## config.mk

```make
export PLATFORM = sky130hd
export DESIGN_NAME = msw_top
export DESIGN_NICKNAME = d
export VERILOG_FILES = /design/src/verilog/msw_pkg.sv /design/src/verilog/msw_tick.sv /design/src/verilog/msw_top.sv
export VERILOG_INCLUDE_DIRS = /design/src /design/src/verilog
export SDC_FILE = /design/constraint.sdc
export NUM_CORES = 1
export LEC_CHECK = 0
export BUFFER_PORTS_ARGS = -buffer_cell sky130_fd_sc_hd__buf_4
export CORE_AREA = 3 3 201 203
export CTS_BUF_LIST = sky130_fd_sc_hd__clkbuf_8
export CTS_CLUSTER_DIAMETER = 150
export CTS_CLUSTER_SIZE = 14
export DETAILED_ROUTE_END_ITERATION = 6
export DIE_AREA = 0 0 204 206
export HOLD_SLACK_MARGIN = 0.06
export RECOVER_POWER = 50
export SYNTH_ARGS = -nofsm -noshare
export SYNTH_HDL_FRONTEND = slang
export SYNTH_SLANG_ARGS = --single-unit
```

## constraint.sdc

```tcl
create_clock -name hclk -period 2.8 [get_ports hclk]
set_clock_uncertainty 0.1 [all_clocks]
set_input_delay 0.56 -clock hclk [delete_from_list [all_inputs] [get_ports hclk]]
set_output_delay 0.56 -clock hclk [all_outputs]
set_load 0.005 [all_outputs]
```

## src/verilog/msw_regs.svh

```systemverilog
// register map, field positions, reset values and timing for the multi stage watchdog
`ifndef MSW_REGS_SVH
`define MSW_REGS_SVH
// byte offsets
`define MSW_OFF_CTRL    8'h00
`define MSW_OFF_STAGE   8'h04
`define MSW_OFF_CMD     8'h08
`define MSW_OFF_STATUS  8'h0C
`define MSW_OFF_ISTAT   8'h10
`define MSW_OFF_ICLR    8'h14
`define MSW_OFF_IEN     8'h18
// ctrl fields
`define MSW_CTRL_POST   2:0
`define MSW_CTRL_HOLD   3
`define MSW_CTRL_MODE   5:4
`define MSW_CTRL_DELAY  8:6
`define MSW_CTRL_RSTRT  9
`define MSW_CTRL_UWAIT  10
`define MSW_CTRL_W      11
// stage fields
`define MSW_STG_T1      3:0
`define MSW_STG_T2      7:4
`define MSW_STG_T3      11:8
`define MSW_STG_E1      13:12
`define MSW_STG_E2      15:14
`define MSW_STG_E3      17:16
`define MSW_STG_W       18
// command bits
`define MSW_CMD_PSTART  0
`define MSW_CMD_PSTOP   1
`define MSW_CMD_ARM     2
`define MSW_CMD_TRIG    3
// interrupt events
`define MSW_IRQ_W       5
`define MSW_IRQ_POST    0
`define MSW_IRQ_STG1    1
`define MSW_IRQ_OFF     4
// reset values
`define MSW_CTRL_RST    11'h000
`define MSW_STG_RST     18'h00000
// code offsets into the shared seconds table
`define MSW_POST_BASE   4'h3
`define MSW_DLY_BASE    4'h2
// timing: a one second tick from a 5 ns clock
`define MSW_TICK_NS     1000000000
`define MSW_CLK_NS      5
`define MSW_SEC_W       11
`define MSW_PRE_W       28
`endif

```

## src/verilog/msw_pkg.sv

```systemverilog
// types shared by the watchdog modules
package msw_pkg;
  typedef enum logic [1:0] {
    MSW_MODE_OFF,
    MSW_MODE_ONCE,
    MSW_MODE_SINGLE,
    MSW_MODE_REPEAT
  } msw_mode_e;

  typedef enum logic [1:0] {
    MSW_RT_OFF,
    MSW_RT_DELAY,
    MSW_RT_RUN
  } msw_rt_e;

  typedef struct packed {
    logic sys_reset;
    logic pwr_button;
    logic acpi_overtemp;
    logic acpi_fatal;
  } msw_act_s;

  typedef struct packed {
    logic        hsel;
    logic [31:0] haddr;
    logic [1:0]  htrans;
    logic        hwrite;
    logic [2:0]  hsize;
    logic        hready;
  } msw_ahb_req_s;
endpackage : msw_pkg

```

## src/verilog/msw_tick.sv

```systemverilog
// one second enable pulse from the system clock
`timescale 1ns/1ps
`include "msw_regs.svh"
module msw_tick #(
  parameter int TICK_CYCLES = `MSW_TICK_NS / `MSW_CLK_NS
) (
  // clock and reset
  input  wire logic hclk,
  input  wire logic hresetn,
  // control
  input  wire logic clr,
  // tick
  output logic      tick
);
  logic [`MSW_PRE_W-1:0] pre_r;
  logic                  wrap;

  assign wrap = (pre_r == `MSW_PRE_W'(TICK_CYCLES - 1));

  // clearing restarts a full second, so a load always counts whole seconds
  always_ff @(posedge hclk or negedge hresetn) begin
    if (!hresetn) begin
      pre_r <= '0;
      tick  <= 1'b0;
    end else if (clr || wrap) begin
      pre_r <= '0;
      tick  <= wrap && !clr;
    end else begin
      pre_r <= pre_r + 1'b1;
      tick  <= 1'b0;
    end
  end
endmodule : msw_tick

```

## src/verilog/msw_top.sv

```systemverilog
// multi stage watchdog: boot-time and three stage runtime watchdog behind AHB-Lite
//
// Design decisions made here: the register offsets and the AHB-Lite interface to the registers.
`timescale 1ns/1ps
`include "msw_regs.svh"
////////////////////////////////////////////////////////////////////////////////
module msw_top
  import msw_pkg::*;
#(
  parameter int TICK_CYCLES = `MSW_TICK_NS / `MSW_CLK_NS
) (
  // clock and reset
  input  wire logic               hclk,
  input  wire logic               hresetn,
  // ahb-lite slave
  input  wire logic               hsel,
  input  wire logic [31:0]        haddr,
  input  wire logic [1:0]         htrans,
  input  wire logic               hwrite,
  input  wire logic [2:0]         hsize,
  input  wire logic               hready,
  input  wire logic [31:0]        hwdata,
  output logic [31:0]             hrdata,
  output logic                    hreadyout,
  output logic                    hresp,
  // actions
  output msw_pkg::msw_act_s       act,
  // interrupt
  output logic                    irq
);
  import msw_pkg::*;

  ////////////////////////////////////////////////////////////////////////////////
  // functions

  // seconds per code: 1,2,5,10,30,60,120,300,600,1800
  function automatic logic [`MSW_SEC_W-1:0] sec_of(input logic [3:0] code);
    case (code)
      4'h0:    sec_of = `MSW_SEC_W'd1;
      4'h1:    sec_of = `MSW_SEC_W'd2;
      4'h2:    sec_of = `MSW_SEC_W'd5;
      4'h3:    sec_of = `MSW_SEC_W'd10;
      4'h4:    sec_of = `MSW_SEC_W'd30;
      4'h5:    sec_of = `MSW_SEC_W'd60;
      4'h6:    sec_of = `MSW_SEC_W'd120;
      4'h7:    sec_of = `MSW_SEC_W'd300;
      4'h8:    sec_of = `MSW_SEC_W'd600;
      default: sec_of = `MSW_SEC_W'd1800;
    endcase
  endfunction : sec_of

  // stage codes above nine clamp to the longest time
  function automatic logic [`MSW_SEC_W-1:0] stage_sec(input logic [3:0] code);
    stage_sec = sec_of(code);
  endfunction : stage_sec

  // action pulses for one event code; no nmi encoding exists
  function automatic msw_act_s act_of(input logic [1:0] ev, input logic restart);
    act_of = '0;
    case (ev)
      2'h1: begin
        act_of.acpi_overtemp = !restart;
        act_of.acpi_fatal    = restart;
      end
      2'h2:    act_of.sys_reset  = 1'b1;
      2'h3:    act_of.pwr_button = 1'b1;
      default: act_of = '0;
    endcase
  endfunction : act_of

  ////////////////////////////////////////////////////////////////////////////////
  // ahb-lite slave

  msw_ahb_req_s          req;
  logic                  wr_ph_r;
  logic [7:0]            wr_adr_r;
  logic                  acc;
  logic                  wr_ph;
  logic [31:0]           rd_nxt;

  logic [`MSW_CTRL_W-1:0] ctrl_r;
  logic [`MSW_STG_W-1:0]  stg_r;
  logic [`MSW_IRQ_W-1:0]  istat_r;
  logic [`MSW_IRQ_W-1:0]  ien_r;
  logic [`MSW_IRQ_W-1:0]  iclr;
  logic [`MSW_IRQ_W-1:0]  ev;
  logic [3:0]             cmd;

  assign req       = '{hsel, haddr, htrans, hwrite, hsize, hready};
  assign acc       = req.hsel && req.htrans[1] && req.hready;
  assign hreadyout = 1'b1;
  assign hresp     = 1'b0;
  assign wr_ph     = wr_ph_r;

  // zero wait states: every transfer completes in its first data cycle
  always_ff @(posedge hclk or negedge hresetn) begin
    if (!hresetn) begin
      wr_ph_r  <= 1'b0;
      wr_adr_r <= 8'h00;
    end else begin
      wr_ph_r  <= acc && req.hwrite;
      wr_adr_r <= req.haddr[7:0];
    end
  end

  assign cmd  = (wr_ph && wr_adr_r == `MSW_OFF_CMD) ? hwdata[3:0] : 4'h0;
  assign iclr = (wr_ph && wr_adr_r == `MSW_OFF_ICLR) ? hwdata[`MSW_IRQ_W-1:0] : '0;

  always_ff @(posedge hclk or negedge hresetn) begin
    if (!hresetn) begin
      ctrl_r <= `MSW_CTRL_RST;
      stg_r  <= `MSW_STG_RST;
      ien_r  <= '0;
    end else if (wr_ph) begin
      case (wr_adr_r)
        `MSW_OFF_CTRL:  ctrl_r <= hwdata[`MSW_CTRL_W-1:0];
        `MSW_OFF_STAGE: stg_r  <= hwdata[`MSW_STG_W-1:0];
        `MSW_OFF_IEN:   ien_r  <= hwdata[`MSW_IRQ_W-1:0];
        default: ;
      endcase
    end
  end

  ////////////////////////////////////////////////////////////////////////////////
  // boot-time watchdog

  logic [2:0]             post_sel;
  logic                   post_run_r;
  logic [`MSW_SEC_W-1:0]  post_cnt_r;
  logic                   post_hold;
  logic                   post_tick;
  logic                   post_load;
  logic                   post_exp;

  assign post_sel  = ctrl_r[`MSW_CTRL_POST];
  assign post_hold = ctrl_r[`MSW_CTRL_HOLD] && ctrl_r[`MSW_CTRL_UWAIT];
  assign post_load = cmd[`MSW_CMD_PSTART] && post_sel != 3'h0;
  assign post_exp  = post_run_r && !post_hold && post_tick && post_cnt_r == `MSW_SEC_W'd1;

  msw_tick #(
    .TICK_CYCLES (TICK_CYCLES)
  ) u_post_tick (
    .hclk    (hclk),
    .hresetn (hresetn),
    .clr     (post_load || post_hold),
    .tick    (post_tick)
  );

  // selector codes 1..6 map to 30s..30min
  always_ff @(posedge hclk or negedge hresetn) begin
    if (!hresetn) begin
      post_run_r <= 1'b0;
      post_cnt_r <= '0;
    end else if (post_load) begin
      post_run_r <= 1'b1;
      post_cnt_r <= sec_of(4'(post_sel) + `MSW_POST_BASE);
    end else if (cmd[`MSW_CMD_PSTOP] || post_exp) begin
      post_run_r <= 1'b0;
    end else if (post_run_r && !post_hold && post_tick) begin
      post_cnt_r <= post_cnt_r - 1'b1;
    end
  end

  ////////////////////////////////////////////////////////////////////////////////
  // runtime watchdog

  msw_mode_e              mode;
  msw_rt_e                rt_r;
  logic [1:0]             stage_r;
  logic [`MSW_SEC_W-1:0]  rt_cnt_r;
  logic                   rt_tick;
  logic                   rt_load;
  logic                   rt_exp;
  logic                   trig;
  logic [1:0]             ev_cur;
  logic [1:0]             nxt_stage;
  logic                   nxt_ok;
  logic [3:0]             tsel [3];
  logic [2:0]             dly_sel;

  assign mode    = msw_mode_e'(ctrl_r[`MSW_CTRL_MODE]);
  assign dly_sel = ctrl_r[`MSW_CTRL_DELAY];
  assign tsel[0] = stg_r[`MSW_STG_T1];
  assign tsel[1] = stg_r[`MSW_STG_T2];
  assign tsel[2] = stg_r[`MSW_STG_T3];
  assign trig    = cmd[`MSW_CMD_TRIG] && rt_r == MSW_RT_RUN;
  assign rt_exp  = rt_r != MSW_RT_OFF && rt_tick && rt_cnt_r == `MSW_SEC_W'd1;

  // stage one codes 0..2 shift up one: acpi, reset, button; never none
  always_comb begin
    case (stage_r)
      // code 3 would wrap to none, so it stays on the power button
      2'h0:    ev_cur = (stg_r[`MSW_STG_E1] == 2'h3) ? 2'h3 : stg_r[`MSW_STG_E1] + 2'h1;
      2'h1:    ev_cur = stg_r[`MSW_STG_E2];
      default: ev_cur = stg_r[`MSW_STG_E3];
    endcase
  end

  // a stage with event none is skipped
  always_comb begin
    nxt_ok    = 1'b0;
    nxt_stage = stage_r;
    if (stage_r == 2'h0 && stg_r[`MSW_STG_E2] != 2'h0) begin
      nxt_ok    = 1'b1;
      nxt_stage = 2'h1;
    end else if (stage_r != 2'h2 && stg_r[`MSW_STG_E3] != 2'h0) begin
      nxt_ok    = 1'b1;
      nxt_stage = 2'h2;
    end
  end

  assign rt_load = (cmd[`MSW_CMD_ARM] && rt_r == MSW_RT_OFF && mode != MSW_MODE_OFF) || trig ||
                   (rt_exp && (rt_r == MSW_RT_DELAY || nxt_ok || mode == MSW_MODE_REPEAT));

  msw_tick #(
    .TICK_CYCLES (TICK_CYCLES)
  ) u_rt_tick (
    .hclk    (hclk),
    .hresetn (hresetn),
    .clr     (rt_load),
    .tick    (rt_tick)
  );

  always_ff @(posedge hclk or negedge hresetn) begin
    if (!hresetn) begin
      rt_r     <= MSW_RT_OFF;
      stage_r  <= 2'h0;
      rt_cnt_r <= '0;
    end else begin
      case (rt_r)
        MSW_RT_OFF: begin
          if (cmd[`MSW_CMD_ARM] && mode != MSW_MODE_OFF) begin
            stage_r <= 2'h0;
            if (dly_sel == 3'h0) begin
              rt_r     <= MSW_RT_RUN;
              rt_cnt_r <= stage_sec(tsel[0]);
            end else begin
              rt_r     <= MSW_RT_DELAY;
              rt_cnt_r <= sec_of(4'(dly_sel) + `MSW_DLY_BASE);
            end
          end
        end
        MSW_RT_DELAY: begin
          // triggers are ignored while the os is still loading
          if (rt_exp) begin
            rt_r     <= MSW_RT_RUN;
            rt_cnt_r <= stage_sec(tsel[0]);
          end else if (rt_tick) begin
            rt_cnt_r <= rt_cnt_r - 1'b1;
          end
        end
        MSW_RT_RUN: begin
          if (trig && mode == MSW_MODE_ONCE) begin
            rt_r <= MSW_RT_OFF;
          end else if (trig) begin
            stage_r  <= 2'h0;
            rt_cnt_r <= stage_sec(tsel[0]);
          end else if (rt_exp && nxt_ok) begin
            stage_r  <= nxt_stage;
            rt_cnt_r <= stage_sec(tsel[nxt_stage]);
          end else if (rt_exp && mode == MSW_MODE_REPEAT) begin
            rt_cnt_r <= stage_sec(tsel[stage_r]);
          end else if (rt_exp) begin
            rt_r <= MSW_RT_OFF;
          end else if (rt_tick) begin
            rt_cnt_r <= rt_cnt_r - 1'b1;
          end
        end
        default: rt_r <= MSW_RT_OFF;
      endcase
    end
  end

  ////////////////////////////////////////////////////////////////////////////////
  // actions

  msw_act_s act_nxt;

  always_comb begin
    act_nxt = '0;
    if (rt_exp && rt_r == MSW_RT_RUN) begin
      act_nxt = act_of(ev_cur, ctrl_r[`MSW_CTRL_RSTRT]);
    end
    if (post_exp) begin
      act_nxt.sys_reset = 1'b1;
    end
  end

  always_ff @(posedge hclk or negedge hresetn) begin
    if (!hresetn) begin
      act <= '0;
    end else begin
      act <= act_nxt;
    end
  end

  ////////////////////////////////////////////////////////////////////////////////
  // interrupts

  logic rt_stops;

  assign rt_stops = rt_r == MSW_RT_RUN &&
                    ((trig && mode == MSW_MODE_ONCE) ||
                     (rt_exp && !trig && !nxt_ok && mode != MSW_MODE_REPEAT));

  always_comb begin
    ev = '0;
    ev[`MSW_IRQ_POST] = post_exp;
    if (rt_exp && rt_r == MSW_RT_RUN && !trig) begin
      ev[`MSW_IRQ_STG1 + 32'(stage_r)] = 1'b1;
    end
    ev[`MSW_IRQ_OFF] = rt_stops;
  end

  // a new event in the clearing cycle stays set
  always_ff @(posedge hclk or negedge hresetn) begin
    if (!hresetn) begin
      istat_r <= '0;
    end else begin
      istat_r <= (istat_r & ~iclr) | ev;
    end
  end

  assign irq = |(istat_r & ien_r);

  ////////////////////////////////////////////////////////////////////////////////
  // read data

  always_comb begin
    case (req.haddr[7:0])
      `MSW_OFF_CTRL:   rd_nxt = 32'(ctrl_r);
      `MSW_OFF_STAGE:  rd_nxt = 32'(stg_r);
      `MSW_OFF_STATUS: rd_nxt = {post_cnt_r, 5'h00, rt_cnt_r, post_run_r, stage_r, rt_r};
      `MSW_OFF_ISTAT:  rd_nxt = 32'(istat_r);
      `MSW_OFF_IEN:    rd_nxt = 32'(ien_r);
      default:         rd_nxt = 32'h0000_0000;
    endcase
  end

  // registered in the address phase so data stand from the data phase start
  always_ff @(posedge hclk or negedge hresetn) begin
    if (!hresetn) begin
      hrdata <= 32'h0000_0000;
    end else if (acc && !req.hwrite) begin
      hrdata <= rd_nxt;
    end
  end
endmodule : msw_top

```

-- Word level (Yosys, flattened, before mapping)
Memory sizes are Yosys's and may differ from the RTL's.
Cells that the tools add are included.
- memory bits (read-only): 1120
- flip-flop bits (word level): 169
- memories kept: 7
- logic and storage cells: 205
- input bits: 74
- output and inout bits: 39
- memory list (memory ; words ; bits a word ; rd ports ; clocked after Yosys merged registers in ; write ports ; RTL line ; text):
    (name not given) ; 16 ; 10 ; 1 ; 0 ; 0 ; msw_top.sv:38 ; case (code)
    (name not given) ; 16 ; 10 ; 1 ; 0 ; 0 ; msw_top.sv:38 ;
    (name not given) ; 16 ; 10 ; 1 ; 0 ; 0 ; msw_top.sv:38 ;
    (name not given) ; 16 ; 10 ; 1 ; 0 ; 0 ; msw_top.sv:38 ;
    (name not given) ; 16 ; 10 ; 1 ; 0 ; 0 ; msw_top.sv:38 ;
    (name not given) ; 16 ; 10 ; 1 ; 0 ; 0 ; msw_top.sv:38 ;
    1 more memories ; -- ; -- ; -- ; -- ; -- ; -- ;
- bitwise logic cells: 7
- muxes and demuxes: 56
- reductions and logical operators: 70
- magnitude comparators: 4
- $add $sub $neg: 8
- eq/ne operators: 33
- operator list (cell ; number):
    32-bit case mux with 5 select lines ; 1
    11-bit two-way mux ; 12
    28-bit by 1-bit adder with 28-bit output, second input constant ; 2
    28-bit == test, second input constant ; 2
    28-bit two-way mux ; 2
    11-bit case mux with 3 select lines ; 1
    8-bit by 5-bit == test with 1-bit output, second input constant ; 4
    1-bit logical AND ; 32
    2-bit two-way mux ; 16
    4-bit two-way mux ; 7
    11-bit by 1-bit == test with 1-bit output, second input constant ; 2
    11-bit by 1-bit subtractor with 11-bit output, second input constant ; 2
    4-bit binary-select mux with 2-bit select ; 2
    8-bit by 3-bit == test with 1-bit output, second input constant ; 2
    8-bit by 4-bit == test with 1-bit output, second input constant ; 2
    8-bit zero test ; 2
    2-bit nonzero test ; 7
    3-bit by 2-bit != test with 1-bit output, second input constant ; 4
    5-bit AND ; 2
    2-bit == test, second input constant ; 5
    1-bit two-way mux ; 10
    2-bit != test, second input constant ; 5
    1-bit logical OR ; 9
    3-bit by 2-bit adder with 4-bit output, second input constant ; 2
    25 further kinds ; 43

-- Longest topological paths before layout
An unclocked memory read counts as a cell.
- depth in word-level cells: 13
- gate-level depth with buffers: 12
- mapped depth without buffers: 9

-- Modules after synthesis
A second synthesis with hierarchy kept.
- cells, all modules: 1099
- area total of the unflattened synthesis: 10093.4 µm²
- by module, submodules not included (module ; area each (µm²) ; seq. area each (µm²) ; instances ; cells each):
    msw_top ; 6870.3 ; 2702.6 ; 1 ; 747
    msw_tick ; 1611.5 ; 725.7 ; 2 ; 176

-- Least setup slack after synthesis
No wires, ideal clock.
- path kind: reg-to-reg
- start point: register wr_adr_r[5]
- end point: register rt_cnt_r[0]
- arrival time: 2.153 ns
- slack: 0.408 ns
- buffers on the path: 2
- setup time: 0.139 ns
- cell stages (with the launch flop): 9
- clock period less this slack: 2.392 ns
- path through: dfrtp_1 or4b_1 buf_6 o41ai_4 o31a_2 nand2_2 buf_6 a2111oi_2 a221oi_2
- longest elaborated chain between the ends: 7
- elaborated cells between the ends (all ways): 13
- RTL lines (element ; RTL line ; text):
    start, declared ; msw_top.sv:76 ; logic [7:0] wr_adr_r;
    start signal, assigned ; msw_top.sv:102 ; wr_adr_r <= req.haddr[7:0];
    8-bit by 4-bit == test with 1-bit output (no source line) * ; -- ;
    1-bit logical AND (no source line) * ; -- ;
    4-bit two-way mux * ; msw_top.sv:106 ; assign cmd = (wr_ph && wr_adr_r == `MSW_OFF_CMD) ? hwdata[3:0] : 4'h0;
    1-bit logical AND ; msw_top.sv:186 ; assign trig = cmd[`MSW_CMD_TRIG] && rt_r == MSW_RT_RUN;
    11-bit two-way mux / 1-bit logical AND (equally long branches) ; msw_top.sv:255, msw_top.sv:253 ;
    11-bit two-way mux / 2-bit != test (equally long branches) ; -- ;
    11-bit case mux with 3 select lines / 4-bit AND reduction (equally long branches) ; -- ;
    end signal, assigned ; msw_top.sv:236 ; rt_cnt_r <= stage_sec(tsel[0]);
    end signal, assigned ; msw_top.sv:257 ; rt_cnt_r <= stage_sec(tsel[0]);
    end signal, assigned ; msw_top.sv:260 ; rt_cnt_r <= stage_sec(tsel[nxt_stage]);
    end, declared ; msw_top.sv:170 ; logic [`MSW_SEC_W-1:0] rt_cnt_r;
Mark *: on every way between the ends. The rest lies on a longest branch, timed or not. The select of a mux whose other input is x is not followed.
A chain may end at the register's enable or synchronous reset.

-- Worst setup path in the final report
- start point: register stg_r[17]
- end point: register rt_cnt_r[6]
- longest elaborated chain between the ends: 13
- elaborated cells between the ends (all ways): 18
- RTL lines (element ; RTL line ; text):
    start, declared ; msw_top.sv:82 ; logic [`MSW_STG_W-1:0] stg_r;
    start signal, assigned ; msw_top.sv:112 ; stg_r <= `MSW_STG_RST;
    start signal, assigned ; msw_top.sv:117 ; `MSW_OFF_STAGE: stg_r <= hwdata[`MSW_STG_W-1:0];
    2-bit nonzero test * ; msw_top.sv:206 ; end else if (stage_r != 2'h2 && stg_r[`MSW_STG_E3] != 2'h0) begin
    1-bit logical AND * ; msw_top.sv:206 ;
    2-bit two-way mux ; msw_top.sv:206 ;
    2-bit two-way mux ; msw_top.sv:203 ; if (stage_r == 2'h0 && stg_r[`MSW_STG_E2] != 2'h0) begin
    2-bit NOT with 3-bit output (not written as such) ; msw_top.sv:260 ;
    4-bit binary-select mux with 2-bit select ; msw_top.sv:260 ;
    4-bit two-way mux (not written as such) (2 in a row) ; msw_top.sv:260 ;
    memory read 16 x 10 bit ; -- ;
    11-bit two-way mux ; msw_top.sv:258 ; end else if (rt_exp && nxt_ok) begin
    11-bit two-way mux ; msw_top.sv:255 ; end else if (trig) begin
    11-bit two-way mux ; msw_top.sv:253 ; if (trig && mode == MSW_MODE_ONCE) begin
    11-bit case mux with 3 select lines ; msw_top.sv:230 ; case (rt_r)
    end signal, assigned ; msw_top.sv:257 ;
    end signal, assigned ; msw_top.sv:260 ;
    end signal, assigned ; msw_top.sv:262 ; rt_cnt_r <= stage_sec(tsel[stage_r]);
Marked as above.

==> impl_metrics.yaml <==
run_status:
  run_status: "finished with violations"
  failed_checks: "capacitance limit, slew limit"
yosys:
  synthMuxAreaShare_pct: 6.23
  synth_cell_types: 88
  synth_top_family_by_area: "simple AND/OR/NAND/NOR gates"
  ys.warnings.count: 0
  async_reset_ff_share_pct: 100
  synth_edf_count: 0
  synthFlopType: "dfrtp_1"
  ys_seq_elements: 166
  syn-cell-area_um2: 9600
  seq_area_frac_synth_pct: 43.3
  synth-xor-area-share_pct: 6.38
  synth-simple-area-share_pct: 22.2
  synth-compound-area-share_pct: 16.4
  synth_adder_area_share_pct: 1.56
  synth_cells: 1041
  syn_area_per_cell_um2: 9.23
final_layout:
  stdcell_count: 1696
  regArea_um2: 4150
  layout_common_cells: "dfrtp_1, buf_4, nor2_1"
  diodes: 0
  mostFrequentLayoutCell: "dfrtp_1"
  drive_gt1_share_pct: 20.4
  multiInputGateArea_um2: 5110
  synthToLayoutAreaGrowth_pct: 21.0
  layout.nets: 1251
  fillCellCount: 4099
critical_path:
  crit_cells: 8
  crit_type: "reg -> reg"
  worstPathCellList: "or3b_1 > a21oi_2 > a32o_1 > buf_4 > nand3_1 > a21boi_0 > o2111a_1 > o31ai_1"
  arrival_ns: 2.96
  cp-end-kind: "flip-flop"
  worstSetupStartpointType: "flip-flop"
  rr_worst_depth: 8
  path_buf_inv: 1
  slowest_stage: "dfrtp_1"
  required_ns: 3.07
  crit_fanout: 6
  max_stage_delay_ns: 0.52
  cpLargestDelayFamily: "compound AO/OA/AOI/OAI gates"
sta:
  post-route-min-period_ns: 2.69
  max_freq_ghz: 0.372
  finalHoldViolations: 0
  setup_viol: 0
  finalMaxSlewViolations: 22
  period_share_pct: 96.0
  rsz0062_at_grt: "false"
  tns_ns: 0
  maxSlewHeadroom_pct: -6.58
  worstMarginPinSlew_ns: 1.60
worst_hold_path:
  hp-class: "in -> reg"
  min_path_cells: 1
flow_run:
  max-cap-violations: 1
global_route:
  grt_max_degree: 67
  gr-usage-all-layers_pct: 13.7
  grt_overflow_total: 0
  first_global_vias: 7996
  grt_pass1_wl_mm: 45.5
  antenna_found_initial: 3
placement:
  gp_congestion: 0.927
  placed_cells: 1660
  post-dp-hpwl_mm: 21.9
  io_buffers: 65
pwr:
  powerDensity_nw_per_um2: 585
  p_leak_nw: 5.07
  ir_drop_uv: 320
die:
  start_util_pct: 24.9
  coreArea_um2: 38600
  dieArea_um2: 42000
  io_pins: 113
  fp.dieW_um: 204
  die_h_um: 206
  rows: 72
drt:
  drtIter0Drc: 566
  avgViaCountPerCell: 4.90
  drt-total-wl_mm: 28.6
  via_count: 8316
  ant_nets: 0
  wire_per_inst_um: 16.9
  drc: 0
  drt_pass1_iterations: 5
cts:
  clk_latency_ns: 0.48
  cts_max_path_buffers: 2
  clockRootBuffer: "clkbuf_8"
  clkTransAtPathRegs_ns: 0.10
  cts_tree: "built"
  h-tree-depth: 4
  cts.sinks: 166
  cts_made_buffers: 17
[metal layers]
metal,track usage [%],share of wire [%],up-vias
met5,0,0.12,-
met4,4.33,2.1,6
met3,2.41,6.1,40
met2,21.9,45,236
met1,18.9,47,4061
li1,-,-,3973
[what timing repair did]
item	in CTS	in global routing
gates resized for setup	0	6
buffers inserted	0	3
setup endpoints to repair	0	15
hold endpoints to repair	48	0
hold buffers	1	0
[worst reg2reg max path: cells and delay by family, from the launching register on]
kind,cells,cell delay (ns)
AND/OR/NAND/NOR,2,0.50
AO/OA/AOI/OAI,5,1.30
flip-flops,1,0.52
buffers and inverters,1,0.17
[flip-flops by register name (all words and copies together) (netlist names)]
register	count
u_post_tick.pre_r	28
u_post_tick.tick	1
u_rt_tick.pre_r	28
hrdata	29
stage_r	2
act	4
ien_r	5
stg_r	18
istat_r	5
ctrl_r	11
wr_ph	1
rt_cnt_r	11
u_rt_tick.tick	1
post_run_r	1
post_cnt_r	11
rt_r	2
wr_adr_r	8
[cells by family after synthesis]
kind of cell / after synthesis
and+or+nand+nor: 426
AOI/OAI and AO/OA: 226
DFF: 166
buffers and inverters: 83
xor gates and xnor gates: 70
muxes: 56
adders and majority gates: 12
other: 2
[power by group]
| part | switching, mW | internal [mW] | leakage (nW) |
|---|---|---|---|
| registers | 0.154 | 2.55 | 2.20 |
| logic | 1.27 | 0.874 | 2.65 |
| clock network | 1.02 | 0.923 | 0.226 |
[metrics by stage]
| step | area (µm²) | setup slack [ns] | hold slack (ns) | utilization (%) | total power, mW |
|---|---|---|---|---|---|
| final | 11600 | 0.111 | 0.107 | 30.1 | 6.80 |
| after global routing | 11600 | 0.00363 | 0.0875 | 30.1 | 7.16 |
| after CTS | 11600 | 0.0507 | 0.0631 | 30.1 | 6.82 |
| after detailed placement | 11200 | 0.0886 | 0.343 | 28.9 | 4.85 |
| after global placement | 11200 | 0.0932 | 0.337 | 28.9 | 4.84 |
| after floorplan | 9620 | 0.408 | 0.164 | - | 4.04 |
[cell usage after synthesis (4+ instances only)]
cell type	number	share of area [%]
nand3_1	48	2.5
a21boi_0	5	0.39
o2bb2ai_1	4	0.36
nor2b_1	8	0.52
or3_1	5	0.33
nor3b_1	5	0.39
and3_1	10	0.65
xnor2_1	29	2.6
a221o_1	4	0.42
o211ai_1	6	0.47
and2_1	7	0.46
nor2_1	134	5.2
a21oi_1	44	2.3
and4_1	8	0.73
mux2_2	30	3.5
nand2_1	104	4.1
inv_1	28	1.1
buf_4	11	0.86
buf_2	8	0.42
xor2_1	41	3.7
nor4b_1	7	0.64
nand4_1	18	1.2
mux2i_1	26	2.7
a2bb2oi_1	4	0.36
a211oi_1	14	1.1
nand2b_1	4	0.26
nor3_1	30	1.6
clkbuf_1	29	1.1
o31ai_1	11	0.86
dfrtp_1	166	43
ha_1	12	1.6
a22o_1	12	1.1
o22ai_1	4	0.26
nor4_1	8	0.52
o21ai_0	64	3.3
o41ai_1	4	0.36
[layout make-up]
class                      instances  share of cell area, %
clock buffer                      17                   2.01
clock inverter                    15                   1.77
inverter                          29                  0.936
multi-input combinational        795                   44.0
sequential                       166                   35.7
tap                              518                   5.58
timing repair buffer             156                   9.99
[worst paths after layout]
| check | from | to | slack [ns] |
|---|---|---|---|
| max in group asynchronous | hresetn | post_cnt_r[2] | 0.46 |
| min | haddr[1] | wr_adr_r[1] | 0.11 |
| max | stg_r[17] | rt_cnt_r[6] | 0.11 |
| min in group asynchronous | hresetn | ctrl_r[7] | 0.81 |
| min reg2reg | ctrl_r[9] | act[1] | 0.36 |
| max reg2reg | stg_r[17] | rt_cnt_r[6] | 0.11 |
(Power assumes the default switching activity.)
